<file path="src/rtl/iop_consts.svh">
// Constants for the general-purpose port and counter command block.
// Assumes it is included by bare name from files under rtl/.
`ifndef IOP_CONSTS_SVH
`define IOP_CONSTS_SVH

// ---------------------------------------------------------------
// Register offsets on the 4-bit address pins
// ---------------------------------------------------------------
`define IOP_ADDR_W 4
`define IOP_OFF_INTERRUPT_MASK 4'h5
`define IOP_OFF_COUNT_VALUE_HIGH 4'h6
`define IOP_OFF_COUNT_VALUE_LOW 4'h7
`define IOP_OFF_INPUT_LEVEL 4'hD
`define IOP_OFF_COUNTER_START 4'hE
`define IOP_OFF_COUNTER_STOP 4'hF
`define IOP_OFF_OUTPUT_DRIVE_LOW 4'hE
`define IOP_OFF_OUTPUT_RELEASE_HIGH 4'hF

// ---------------------------------------------------------------
// Field positions and widths
// ---------------------------------------------------------------
`define IOP_DATA_W 8
`define IOP_INPUTS_W 7
`define IOP_OUTPUTS_W 8
`define IOP_COUNT_W 16
`define IOP_MASK_BIT_BREAK_B 6
`define IOP_MASK_BIT_INPUT_CHANGE 7
`define IOP_INPUT_LEVEL_UNUSED_BIT 7

// ---------------------------------------------------------------
// Reset values
// ---------------------------------------------------------------
`define IOP_RST_INTERRUPT_MASK 8'h00
`define IOP_RST_OUTPUT_PORT_BITS 8'h00
`define IOP_RST_READ_DATA 8'h00
`define IOP_RST_PINS 22'h3F_FFFF

`endif

</file>
<file path="src/rtl/iop_pkg.sv">
// Types shared by the port and counter command block.
// Assumes iop_consts.svh is on the include path.
`include "iop_consts.svh"

package iop_pkg;

   // ------------------------------------------------------------
   // Host bus access phase, one-hot
   // ------------------------------------------------------------
   typedef enum logic [2:0] {
      IOP_BUS_IDLE = 3'b001,
      IOP_BUS_READ = 3'b010,
      IOP_BUS_WRITE = 3'b100
   } iop_bus_e;

   // ------------------------------------------------------------
   // Pin bundle passed through the synchroniser
   // ------------------------------------------------------------
   typedef struct packed {
      logic [`IOP_ADDR_W-1:0] addr;
      logic cs_n;
      logic read_strobe_n;
      logic write_strobe_n;
      logic [`IOP_DATA_W-1:0] data;
      logic [`IOP_INPUTS_W-1:0] general_inputs;
   } iop_pins_s;

   // ------------------------------------------------------------
   // Whole state of the top module
   // ------------------------------------------------------------
   typedef struct packed {
      iop_bus_e bus;
      logic [`IOP_ADDR_W-1:0] addr;
      logic [`IOP_DATA_W-1:0] wdata;
      logic [`IOP_DATA_W-1:0] interrupt_mask;
      logic [`IOP_OUTPUTS_W-1:0] output_port_bits;
      logic [`IOP_DATA_W-1:0] rdata;
      logic data_oe;
      logic start;
      logic stop;
      logic int_n;
      logic [`IOP_OUTPUTS_W-1:0] general_outputs;
   } iop_state_s;

endpackage

</file>
<file path="src/rtl/iop_pin_sync.sv">
// Three-stage synchroniser with agreement filter for pin inputs.
// Assumes one clock; each bit is accepted once stages two and three agree.
`timescale 1ns/100ps

module iop_pin_sync #(
   parameter int W = 22,
   parameter logic [W-1:0] RESET_VAL = '1
) (
   input wire logic CLK, // System clock
   input wire logic RST, // Synchronous reset, active high
   input wire logic CE, // Clock enable, freezes state when low
   input wire logic [W-1:0] PIN_IN, // Raw asynchronous levels
   output logic [W-1:0] PIN_OUT // Filtered, agreed levels
);

   typedef struct packed {
      logic [W-1:0] s1;
      logic [W-1:0] s2;
      logic [W-1:0] s3;
      logic [W-1:0] agreed;
   } iop_sync_s;

   iop_sync_s q;
   iop_sync_s d;
   logic [W-1:0] differ;

   // ------------------------------------------------------------
   // Next state
   // ------------------------------------------------------------
   // First stage feeds only the second, so metastability stays contained
   always_comb begin
      d = q;
      d.s1 = PIN_IN;
      d.s2 = q.s1;
      d.s3 = q.s2;
      differ = q.s2 ^ q.s3;
      d.agreed = (~differ & q.s3) | (differ & q.agreed);
   end

   // Register the state
   always_ff @(posedge CLK) begin
      if (CE) begin
         if (RST) begin
            q <= '{s1: RESET_VAL, s2: RESET_VAL, s3: RESET_VAL, agreed: RESET_VAL};
         end else begin
            q <= d;
         end
      end
   end

   assign PIN_OUT = q.agreed;

endmodule // iop_pin_sync

</file>
<file path="src/rtl/iop_port_cmd.sv">
// General-purpose port, interrupt mask and counter command registers.
// Assumes a host on asynchronous read/write strobe pins, and that
// interrupt status, count value and output selects come from logic on CLK.
// Pins pass four flops, so an access is seen four edges late.
// Strobes need about two clock periods low and high to be seen.
// Command pulses last one cycle; a held read gives only one.
`timescale 1ns/100ps
`include "iop_consts.svh"

module iop_port_cmd (
   input wire logic CLK, // System clock, 20 MHz
   input wire logic RST, // Synchronous reset, active high
   input wire logic CE, // Clock enable, freezes all state when low
   input wire logic [3:0] ADDR, // Register address pins
   input wire logic CS_N, // Chip select, active low
   input wire logic READ_STROBE_N, // Read strobe, active low
   input wire logic WRITE_STROBE_N, // Write strobe, active low
   input wire logic [7:0] DATA_IN, // Data pins, input side
   output logic [7:0] DATA_OUT, // Data pins, output side
   output logic DATA_OE, // Data pins driven while high
   input wire logic [6:0] GENERAL_INPUTS, // General-purpose input pins
   input wire logic [7:0] INTERRUPT_STATUS, // Interrupt status from the core
   input wire logic [15:0] COUNT_VALUE, // Current counter value
   input wire logic [7:0] OUTPUT_FUNCTION_SELECT, // One per pin: 0 port bit, 1 alternate
   input wire logic [7:0] ALT_OUTPUTS, // Alternate function levels
   output logic [7:0] GENERAL_OUTPUTS, // General-purpose output pins
   output logic [7:0] OUTPUT_PORT_BITS, // Stored port bits for the core
   output logic INT_N, // Interrupt output, active low
   output logic COUNTER_START, // One-cycle start command
   output logic COUNTER_STOP // One-cycle stop command
);

   // ------------------------------------------------------------
   // Declarations
   // ------------------------------------------------------------
   iop_pkg::iop_state_s q;
   iop_pkg::iop_state_s d;
   iop_pkg::iop_pins_s raw_pins;
   iop_pkg::iop_pins_s pins;
   logic read_active;
   logic write_active;
   iop_pkg::iop_bus_e access_now;
   logic [`IOP_DATA_W-1:0] masked_status;

   // ------------------------------------------------------------
   // Read data selection
   // ------------------------------------------------------------
   // Unmapped and command addresses read as zero
   function automatic logic [`IOP_DATA_W-1:0] read_mux(
      input logic [`IOP_ADDR_W-1:0] a,
      input logic [`IOP_DATA_W-1:0] mask,
      input logic [`IOP_INPUTS_W-1:0] levels,
      input logic [`IOP_COUNT_W-1:0] count
   );
      logic [`IOP_DATA_W-1:0] r;
      r = `IOP_RST_READ_DATA;
      case (a)
         `IOP_OFF_INTERRUPT_MASK: begin
            r = mask;
         end
         `IOP_OFF_INPUT_LEVEL: begin
            r = {1'b0, levels};
         end
         `IOP_OFF_COUNT_VALUE_HIGH: begin
            r = count[`IOP_COUNT_W-1:`IOP_DATA_W];
         end
         `IOP_OFF_COUNT_VALUE_LOW: begin
            r = count[`IOP_DATA_W-1:0];
         end
         `IOP_OFF_COUNTER_START: begin
            r = `IOP_RST_READ_DATA;
         end
         `IOP_OFF_COUNTER_STOP: begin
            r = `IOP_RST_READ_DATA;
         end
         default: begin
            r = `IOP_RST_READ_DATA; // Unmapped addresses read zero
         end
      endcase
      return r;
   endfunction

   // ------------------------------------------------------------
   // Access request decode
   // ------------------------------------------------------------
   // Read wins when both strobes show together; select gates both
   function automatic iop_pkg::iop_bus_e access_kind(
      input logic cs_n,
      input logic rd_n,
      input logic wr_n
   );
      iop_pkg::iop_bus_e k;
      k = iop_pkg::IOP_BUS_IDLE;
      if (!cs_n && !rd_n) begin
         k = iop_pkg::IOP_BUS_READ;
      end else if (!cs_n && !wr_n) begin
         k = iop_pkg::IOP_BUS_WRITE;
      end
      return k;
   endfunction

   // Command reads are recognised by address alone
   function automatic logic cmd_hit(
      input logic [`IOP_ADDR_W-1:0] a,
      input logic [`IOP_ADDR_W-1:0] off
   );
      return (a == off);
   endfunction

   // ------------------------------------------------------------
   // Output pin levels
   // ------------------------------------------------------------
   // Stored one means low; alternate levels pass straight through
   function automatic logic [`IOP_OUTPUTS_W-1:0] pin_levels(
      input logic [`IOP_OUTPUTS_W-1:0] sel,
      input logic [`IOP_OUTPUTS_W-1:0] alt,
      input logic [`IOP_OUTPUTS_W-1:0] port_bits
   );
      logic [`IOP_OUTPUTS_W-1:0] p;
      p = '1;
      for (int i = 0; i < `IOP_OUTPUTS_W; i++) begin
         p[i] = sel[i] ? alt[i] : ~port_bits[i];
      end
      return p;
   endfunction

   // ------------------------------------------------------------
   // Port bit update on a committed write
   // ------------------------------------------------------------
   // Drive-low and release-high share one stored byte, so a pin
   // set low stays low until a release write names it
   function automatic logic [`IOP_OUTPUTS_W-1:0] port_after_write(
      input logic [`IOP_ADDR_W-1:0] a,
      input logic [`IOP_DATA_W-1:0] wd,
      input logic [`IOP_OUTPUTS_W-1:0] port_bits
   );
      logic [`IOP_OUTPUTS_W-1:0] p;
      p = port_bits;
      case (a)
         `IOP_OFF_OUTPUT_DRIVE_LOW: begin
            p = port_bits | wd;
         end
         `IOP_OFF_OUTPUT_RELEASE_HIGH: begin
            p = port_bits & ~wd;
         end
         default: begin
            p = port_bits; // Other writes leave pins alone
         end
      endcase
      return p;
   endfunction

   // ------------------------------------------------------------
   // Reset state
   // ------------------------------------------------------------
   // Outputs high, interrupt masked off, no access in flight
   function automatic iop_pkg::iop_state_s reset_state();
      iop_pkg::iop_state_s s;
      s.bus = iop_pkg::IOP_BUS_IDLE;
      s.addr = '0;
      s.wdata = '0;
      s.interrupt_mask = `IOP_RST_INTERRUPT_MASK;
      s.output_port_bits = `IOP_RST_OUTPUT_PORT_BITS;
      s.rdata = `IOP_RST_READ_DATA;
      s.data_oe = 1'b0;
      s.start = 1'b0;
      s.stop = 1'b0;
      s.int_n = 1'b1;
      s.general_outputs = '1;
      return s;
   endfunction

   // ------------------------------------------------------------
   // Pin synchronisation
   // ------------------------------------------------------------
   // Address, select, strobes and data share one path, so they
   // arrive aligned and a write sees its data with its strobe
   assign raw_pins.addr = ADDR;
   assign raw_pins.cs_n = CS_N;
   assign raw_pins.read_strobe_n = READ_STROBE_N;
   assign raw_pins.write_strobe_n = WRITE_STROBE_N;
   assign raw_pins.data = DATA_IN;
   assign raw_pins.general_inputs = GENERAL_INPUTS;

   iop_pin_sync #(
      .W($bits(iop_pkg::iop_pins_s)),
      .RESET_VAL(`IOP_RST_PINS)
   ) u_pin_sync (
      .CLK(CLK),
      .RST(RST),
      .CE(CE),
      .PIN_IN(raw_pins),
      .PIN_OUT(pins)
   );

   // Strobe qualification
   assign access_now = access_kind(pins.cs_n, pins.read_strobe_n, pins.write_strobe_n);
   assign read_active = (access_now == iop_pkg::IOP_BUS_READ);
   assign write_active = !pins.cs_n && !pins.write_strobe_n;

   // Every status bit gated by its own mask bit
   assign masked_status = INTERRUPT_STATUS & q.interrupt_mask;

   // ------------------------------------------------------------
   // Next state
   // ------------------------------------------------------------
   always_comb begin
      d = q;
      d.start = 1'b0;
      d.stop = 1'b0;

      // Interrupt: any status bit with its mask bit set pulls low
      d.int_n = ~(|masked_status);

      // Output pins: complement of port bit unless alternate selected
      d.general_outputs = pin_levels(OUTPUT_FUNCTION_SELECT, ALT_OUTPUTS, q.output_port_bits);

      unique case (q.bus)
         iop_pkg::IOP_BUS_IDLE: begin
            // Read takes priority if both strobes appear together
            if (read_active) begin
               d.bus = iop_pkg::IOP_BUS_READ;
               d.addr = pins.addr;
               d.data_oe = 1'b1;
               d.rdata = read_mux(pins.addr, q.interrupt_mask, pins.general_inputs, COUNT_VALUE);
               // Command reads touch nothing stored, they only pulse
               d.start = cmd_hit(pins.addr, `IOP_OFF_COUNTER_START);
               d.stop = cmd_hit(pins.addr, `IOP_OFF_COUNTER_STOP);
            end else if (write_active) begin
               // Data is captured with its strobe, through the same flops
               d.bus = iop_pkg::IOP_BUS_WRITE;
               d.addr = pins.addr;
               d.wdata = pins.data;
            end
         end
         iop_pkg::IOP_BUS_READ: begin
            // Data stays latched for the whole strobe, one command per read
            if (!read_active) begin
               d.bus = iop_pkg::IOP_BUS_IDLE;
               d.data_oe = 1'b0;
               d.rdata = `IOP_RST_READ_DATA; // Bus reads zero between accesses
            end
         end
         iop_pkg::IOP_BUS_WRITE: begin
            if (write_active) begin
               // Track data while strobe is low; value before release is used
               d.wdata = pins.data;
            end else begin
               // Release seen: commit the last data held under the strobe
               d.bus = iop_pkg::IOP_BUS_IDLE;
               d.output_port_bits = port_after_write(q.addr, q.wdata, q.output_port_bits);
               if (q.addr == `IOP_OFF_INTERRUPT_MASK) begin
                  d.interrupt_mask = q.wdata;
               end
            end
         end
      endcase
   end

   // ------------------------------------------------------------
   // State register
   // ------------------------------------------------------------
   // Reset also waits for the enable, so a frozen block stays frozen
   always_ff @(posedge CLK) begin
      if (CE) begin
         if (RST) begin
            q <= reset_state();
         end else begin
            q <= d;
         end
      end
   end

   // ------------------------------------------------------------
   // Outputs, all from flip-flops
   // ------------------------------------------------------------
   // Bus side
   assign DATA_OUT = q.rdata;
   assign DATA_OE = q.data_oe;
   // Pin side
   assign GENERAL_OUTPUTS = q.general_outputs;
   // Core side
   assign OUTPUT_PORT_BITS = q.output_port_bits;
   assign INT_N = q.int_n;
   assign COUNTER_START = q.start;
   assign COUNTER_STOP = q.stop;

endmodule // iop_port_cmd

</file>
<file path="config.mk">
export PLATFORM = sky130hd
export DESIGN_NAME = iop_port_cmd
export DESIGN_NICKNAME = d
export VERILOG_FILES = /design/src/rtl/iop_pkg.sv /design/src/rtl/iop_pin_sync.sv /design/src/rtl/iop_port_cmd.sv
export VERILOG_INCLUDE_DIRS = /design/src /design/src/rtl
export SDC_FILE = /design/constraint.sdc
export NUM_CORES = 1
export LEC_CHECK = 0
export BUFFER_PORTS_ARGS = -buffer_cell sky130_fd_sc_hd__buf_4
export CAP_MARGIN = 10
export CORE_ASPECT_RATIO = 1.4
export CORE_UTILIZATION = 64
export CTS_BUF_LIST = sky130_fd_sc_hd__clkbuf_2 sky130_fd_sc_hd__clkbuf_4 sky130_fd_sc_hd__clkbuf_8
export CTS_CLUSTER_SIZE = 20
export DETAILED_ROUTE_END_ITERATION = 6
export PLACE_DENSITY = 0.92
export SYNTH_ARGS = -nofsm -noshare
export SYNTH_HDL_FRONTEND = slang
export SYNTH_HIERARCHICAL = 1
export SYNTH_SLANG_ARGS = --single-unit
</file>
<file path="constraint.sdc">
create_clock -name CLK -period 6.1 [get_ports CLK]
set_input_delay 0.915 -clock CLK [delete_from_list [all_inputs] [get_ports CLK]]
set_output_delay 0.915 -clock CLK [all_outputs]
set_load 0.03 [all_outputs]
</file>
After elaboration in Yosys (flattened, before gate mapping)
Index checks and enable logic that the tools add are counted.
{ "word_totals": {"ff_bits": 139, "out_inout_bits": 28, "elab_cells": 103} }
{ "op_classes": {"eq_ne": 21, "muxes": 27, "n_bitwise": 20, "reduce_logical": 20} }
{ "op_table": {"columns": ["cell", "count"], "rows": [
  ["AND 22 bit", 2],
  ["two-way mux 16 bit", 2],
  ["case mux 8 bit (2 select lines)", 2],
  ["case mux 8 bit (4 select lines)", 1],
  ["two-way mux 8 bit", 3],
  ["NOT 22 bit", 1],
  ["bitwise OR 22 bit", 1],
  ["bitwise XOR 22 bit", 1],
  ["== test 4 bit (second input constant)", 5],
  ["inequality test 3 bit (second input constant)", 6],
  ["case mux 9 bit (2 select lines)", 1],
  ["AND 8 bit", 2],
  ["== test 4 x 3 -> 1 bit (second input constant)", 4],
  ["AND reduction 4 bit", 4],
  ["two-way mux 15 bit", 1],
  ["two-way mux 3 bit", 4],
  ["nonzero test 3 bit", 4],
  ["two-way mux 11 bit", 1],
  ["NOT 1 bit", 11],
  ["two-way mux 9 bit", 1],
  ["case mux 3 bit (3 select lines)", 1],
  ["two-way mux 1 bit", 8],
  ["NOT 8 bit", 1],
  ["bitwise OR 8 bit", 1],
  ["14 further kinds", 20]
]} }

Depth between registers and ports, before layout
{ "logic_depth": {"depth_word": 7, "ltp_mapped": 5, "mapped_depth_nobuf": 3} }

By module
The synthesis kept the hierarchy.
{ "modules_own_cells": {"columns": ["mod", "instances", "cells_each", "area_each_um2", "seq_area_each_um2"], "rows": [
  ["iop_pin_sync", 1, 254, 3726.1, 2642.5],
  ["iop_port_cmd", 1, 219, 2655.0, 1531.5]
]} }

Worst setup path before layout
Ideal clock, no wire load.
{ "synth_path": {"path_type": "input-to-reg", "startpoint": "in CE", "endpoint": "reg q, in the netlist OUTPUT_PORT_BITS[0], enable pin", "setup_ns": 0.384, "arrival_ns": 2.002, "slack_ns": 3.714, "path_stages": 3, "path_buffers": 0, "cell_sequence": "nand2b_4 > or3b_1 > o21ai_0"} }
{ "synth_between": {"elab_chain_cells": 1} }
{ "synth_rtl": {"columns": ["element", "line_no", "rtl"], "rows": [
  ["start, declared", "iop_port_cmd.sv:13", "input wire logic CE,"],
  ["AND reduction 4 bit (no line)", null, null],
  ["end signal, assigned", "iop_port_cmd.sv:267", "q <= reset_state();"],
  ["end, declared", "iop_port_cmd.sv:36", "iop_pkg::iop_state_s q;"]
]} }
No other way between the ends.
A chain may end at the register's enable or synchronous reset.

Worst setup path after layout
{ "layout_path": {"startpoint": "in CE", "endpoint": "reg q, in the netlist OUTPUT_PORT_BITS[1], enable pin"} }
Same word-level chain as after synthesis.

==> metrics <==
IR drop worst, VDD=0.000194 V; sequential share of the synthesized area=0.654; Worst EP arrival=2.59 ns; GRT Residual Overflow=0; clock skew=0.00808 ns; die height=around 120 µm; Maximum Capacitance Violations=0; global-route wire length before repair=16700 µm; worst slew pin tran=1.09 ns; CTS Buf Count=17; flop-to-flop setup slack=between 3 and 4 ns; cell area after synthesis=6380 µm²; CP startpoint kind=primary input; Crit Path Category=primary input to flop; Final setup viols=0; overall routing resource usage=0.219; critical path capture point type=flop; H-tree levels=4; Seq cells post-synth=roughly 140; layout cells sized above 1=0.370; Sw Pwr=0.436 mW; synth unique cells=44; vias per cell=around 5.6; DRC Markers=0; Gate power share=0.078; vias in the first global route=3597; delay-heaviest family, CP=compound AO/OA/AOI/OAI gates; core area=9560 µm²; Fmax=395 MHz; First DRT Iteration DRCs=255; Clk pwr share=0.360; antenna-violating nets left=0; FF-to-FF path depth=3; leading cell types in the layout, fill and taps excluded=139 x edfxtp_1, 95 x buf_4, 58 x or2_2; Final Hold Vio Count=0; antenna violations before repair=0; Vias=about 3700; Clock Latency Late Sink=0.44 ns; die area=10400 µm²; Worst-path clk slew=about 0.070 ns; CTS resizes=0; reg2reg end=OUTPUT_PORT_BITS[1]$_SDFFCE_PP0P_; commonest non-fill, non-tap cell in the layout=edfxtp_1; Place WS=3.15 ns; HPWL Detailed=7020 µm; WHS=between 0.4 and 0.5 ns; worst-path maximum fanout=21; Crit. path cell count=4; P_int=1.59 mW; Setup WS post-layout=between 3 and 4 ns; worst r2r src=q[48]$_SDFFCE_PP1P_; Initial Utilization=0.667; DRT Pass-1 Iters=5; die width=86.4 µm; crit path cell chain=buf_4, nand2b_4, or3b_1, o21ai_0; IO Port Bufs=92; CTS Root Cell=clkbuf_8; Reg power frac=0.562; P per Cell Area=283 nW/µm²; relative slew slack=0.265; CP max stage cell=o21ai_0; pin count of the biggest net entering global routing=between 80 and 90; Pwr Total=2.03 mW; post-CTS setup buffers=0; Worst path max stage delay=0.88 ns; syn_area_per_cell=13.5 µm²; Sink Count=139; final max-slew violation count=0; sw frac=0.215; Tcrit/Tclk final=0.415; RSZ-0062 raised after global routing=no; CTS tree=done; crit path time final=approximately 2.5 ns; Worst Path Required=6.15 ns; Critical Path Sink=OUTPUT_PORT_BITS[1]$_SDFFCE_PP0P_; Area growth syn-to-layout=12.5%; FP Rows=42; GP Congestion=a little over 0.8; Synth Flop Type=edfxtp_1; Post-synth ARST share=0; # diodes=0; synth warn=6; status=completed; Post-synth EDFFs=~140; CP Launch Point=CE; Layout Nets=586; HP Class=flop to flop; io pins=slightly above 90; WL final=10800 µm; Max Root-Sink Buffers=2; setup TNS=0 ns; syn_nets=538; Mapped Cells=473; WL/cell=16.2 µm; Leakage=2.52 nW; Hold-fix buffers, CTS=0; buffers and inverters on the worst path=1
cell families after synthesis:
group / Yosys count / share of synthesized area
simple gates: 188 / 0.167
flops: 139 / 0.654
buf+inv: 68 / 0.0769
compound gates: 61 / 0.0751
mux: 16 / 0.0253
xor+xnor: 1 / 0.00137
worst min path at each step:
stage                                   start                        endpoint  slack (ns)  cells past startpoint
6_report       u_pin_sync/d[63]$_SDFFCE_PP1P_  u_pin_sync/d[41]$_SDFFCE_PP1P_        0.50                      1
4_1_cts        u_pin_sync/d[64]$_SDFFCE_PP1P_  u_pin_sync/d[42]$_SDFFCE_PP1P_        0.50                      1
5_1_grt        u_pin_sync/d[64]$_SDFFCE_PP1P_  u_pin_sync/d[42]$_SDFFCE_PP1P_        0.51                      1
3_5_place_dp   u_pin_sync/d[50]$_SDFFCE_PP1P_  u_pin_sync/d[28]$_SDFFCE_PP1P_        0.48                      1
3_3_place_gp   u_pin_sync/d[65]$_SDFFCE_PP1P_  u_pin_sync/d[43]$_SDFFCE_PP1P_        0.48                      1
2_1_floorplan  u_pin_sync/d[44]$_SDFFCE_PP1P_  u_pin_sync/d[22]$_SDFFCE_PP1P_        0.47                      1
synth_stat cells, types with 2 or more instances:
library cell,count,share of area
nand3_1,3,0.0024
nor3b_1,2,0.0024
edfxtp_1,139,0.65
nand3b_1,2,0.0024
a211oi_1,30,0.035
buf_6,3,0.0053
or2_2,58,0.057
a21oi_1,2,0.0016
mux2i_1,15,0.024
o21ai_0,2,0.0016
buf_2,7,0.0055
nor2b_1,24,0.024
nor2_1,54,0.032
nor3_2,9,0.014
nand2_1,4,0.0024
clkbuf_2,3,0.0024
clkbuf_1,6,0.0035
a211o_1,8,0.011
o22a_1,7,0.0096
nor3_1,14,0.011
or2_1,9,0.0088
buf_4,46,0.054
a22oi_1,5,0.0059
cell type report:
class                           instances  area, µm²
Fill cell                             607       2390
Timing Repair Buffer                   96        718
Tap cell                              132        165
Multi-Input combinational cell        266       1720
Clock inverter                         12        150
Sequential cell                       139       4170
Inverter                                1       3.75
Clock buffer                           19        249
registers in the layout, summed over array words and instances, names as in the netlist:
signal,count
COUNTER_START,1
COUNTER_STOP,1
DATA_OE,1
DATA_OUT,8
GENERAL_OUTPUTS,8
INT_N,1
OUTPUT_PORT_BITS,8
q,23
u_pin_sync/PIN_OUT,22
u_pin_sync/d,44
u_pin_sync/q,22
power groups by stage:
stage	clock network (mW)	registers [mW]	logic, mW
final	0.731	1.14	0.159
after global routing	0.777	1.15	0.172
after CTS	0.744	1.14	0.160
after detailed placement	0	1.16	0.158
after global placement	0	1.16	0.151
after floorplan	0	1.15	0.108
stage by stage:
stage,instance area [µm²],std cells,utilization
6_report,7180,665,0.750
4_1_cts,7170,664,0.750
3_3_place_gp,6770,633,0.708
5_1_grt,7180,665,0.750
2_1_floorplan,6380,473,-
3_5_place_dp,6770,633,0.708
metal layers:
layer  vias up  track usage  share of wire
met5         -            0              0
met1      1774        0.252           0.39
li1       1785            -              -
met2       149        0.377           0.53
met3        24       0.0557          0.055
met4         0        0.104          0.024
Power figures use the tool's default switching activity.
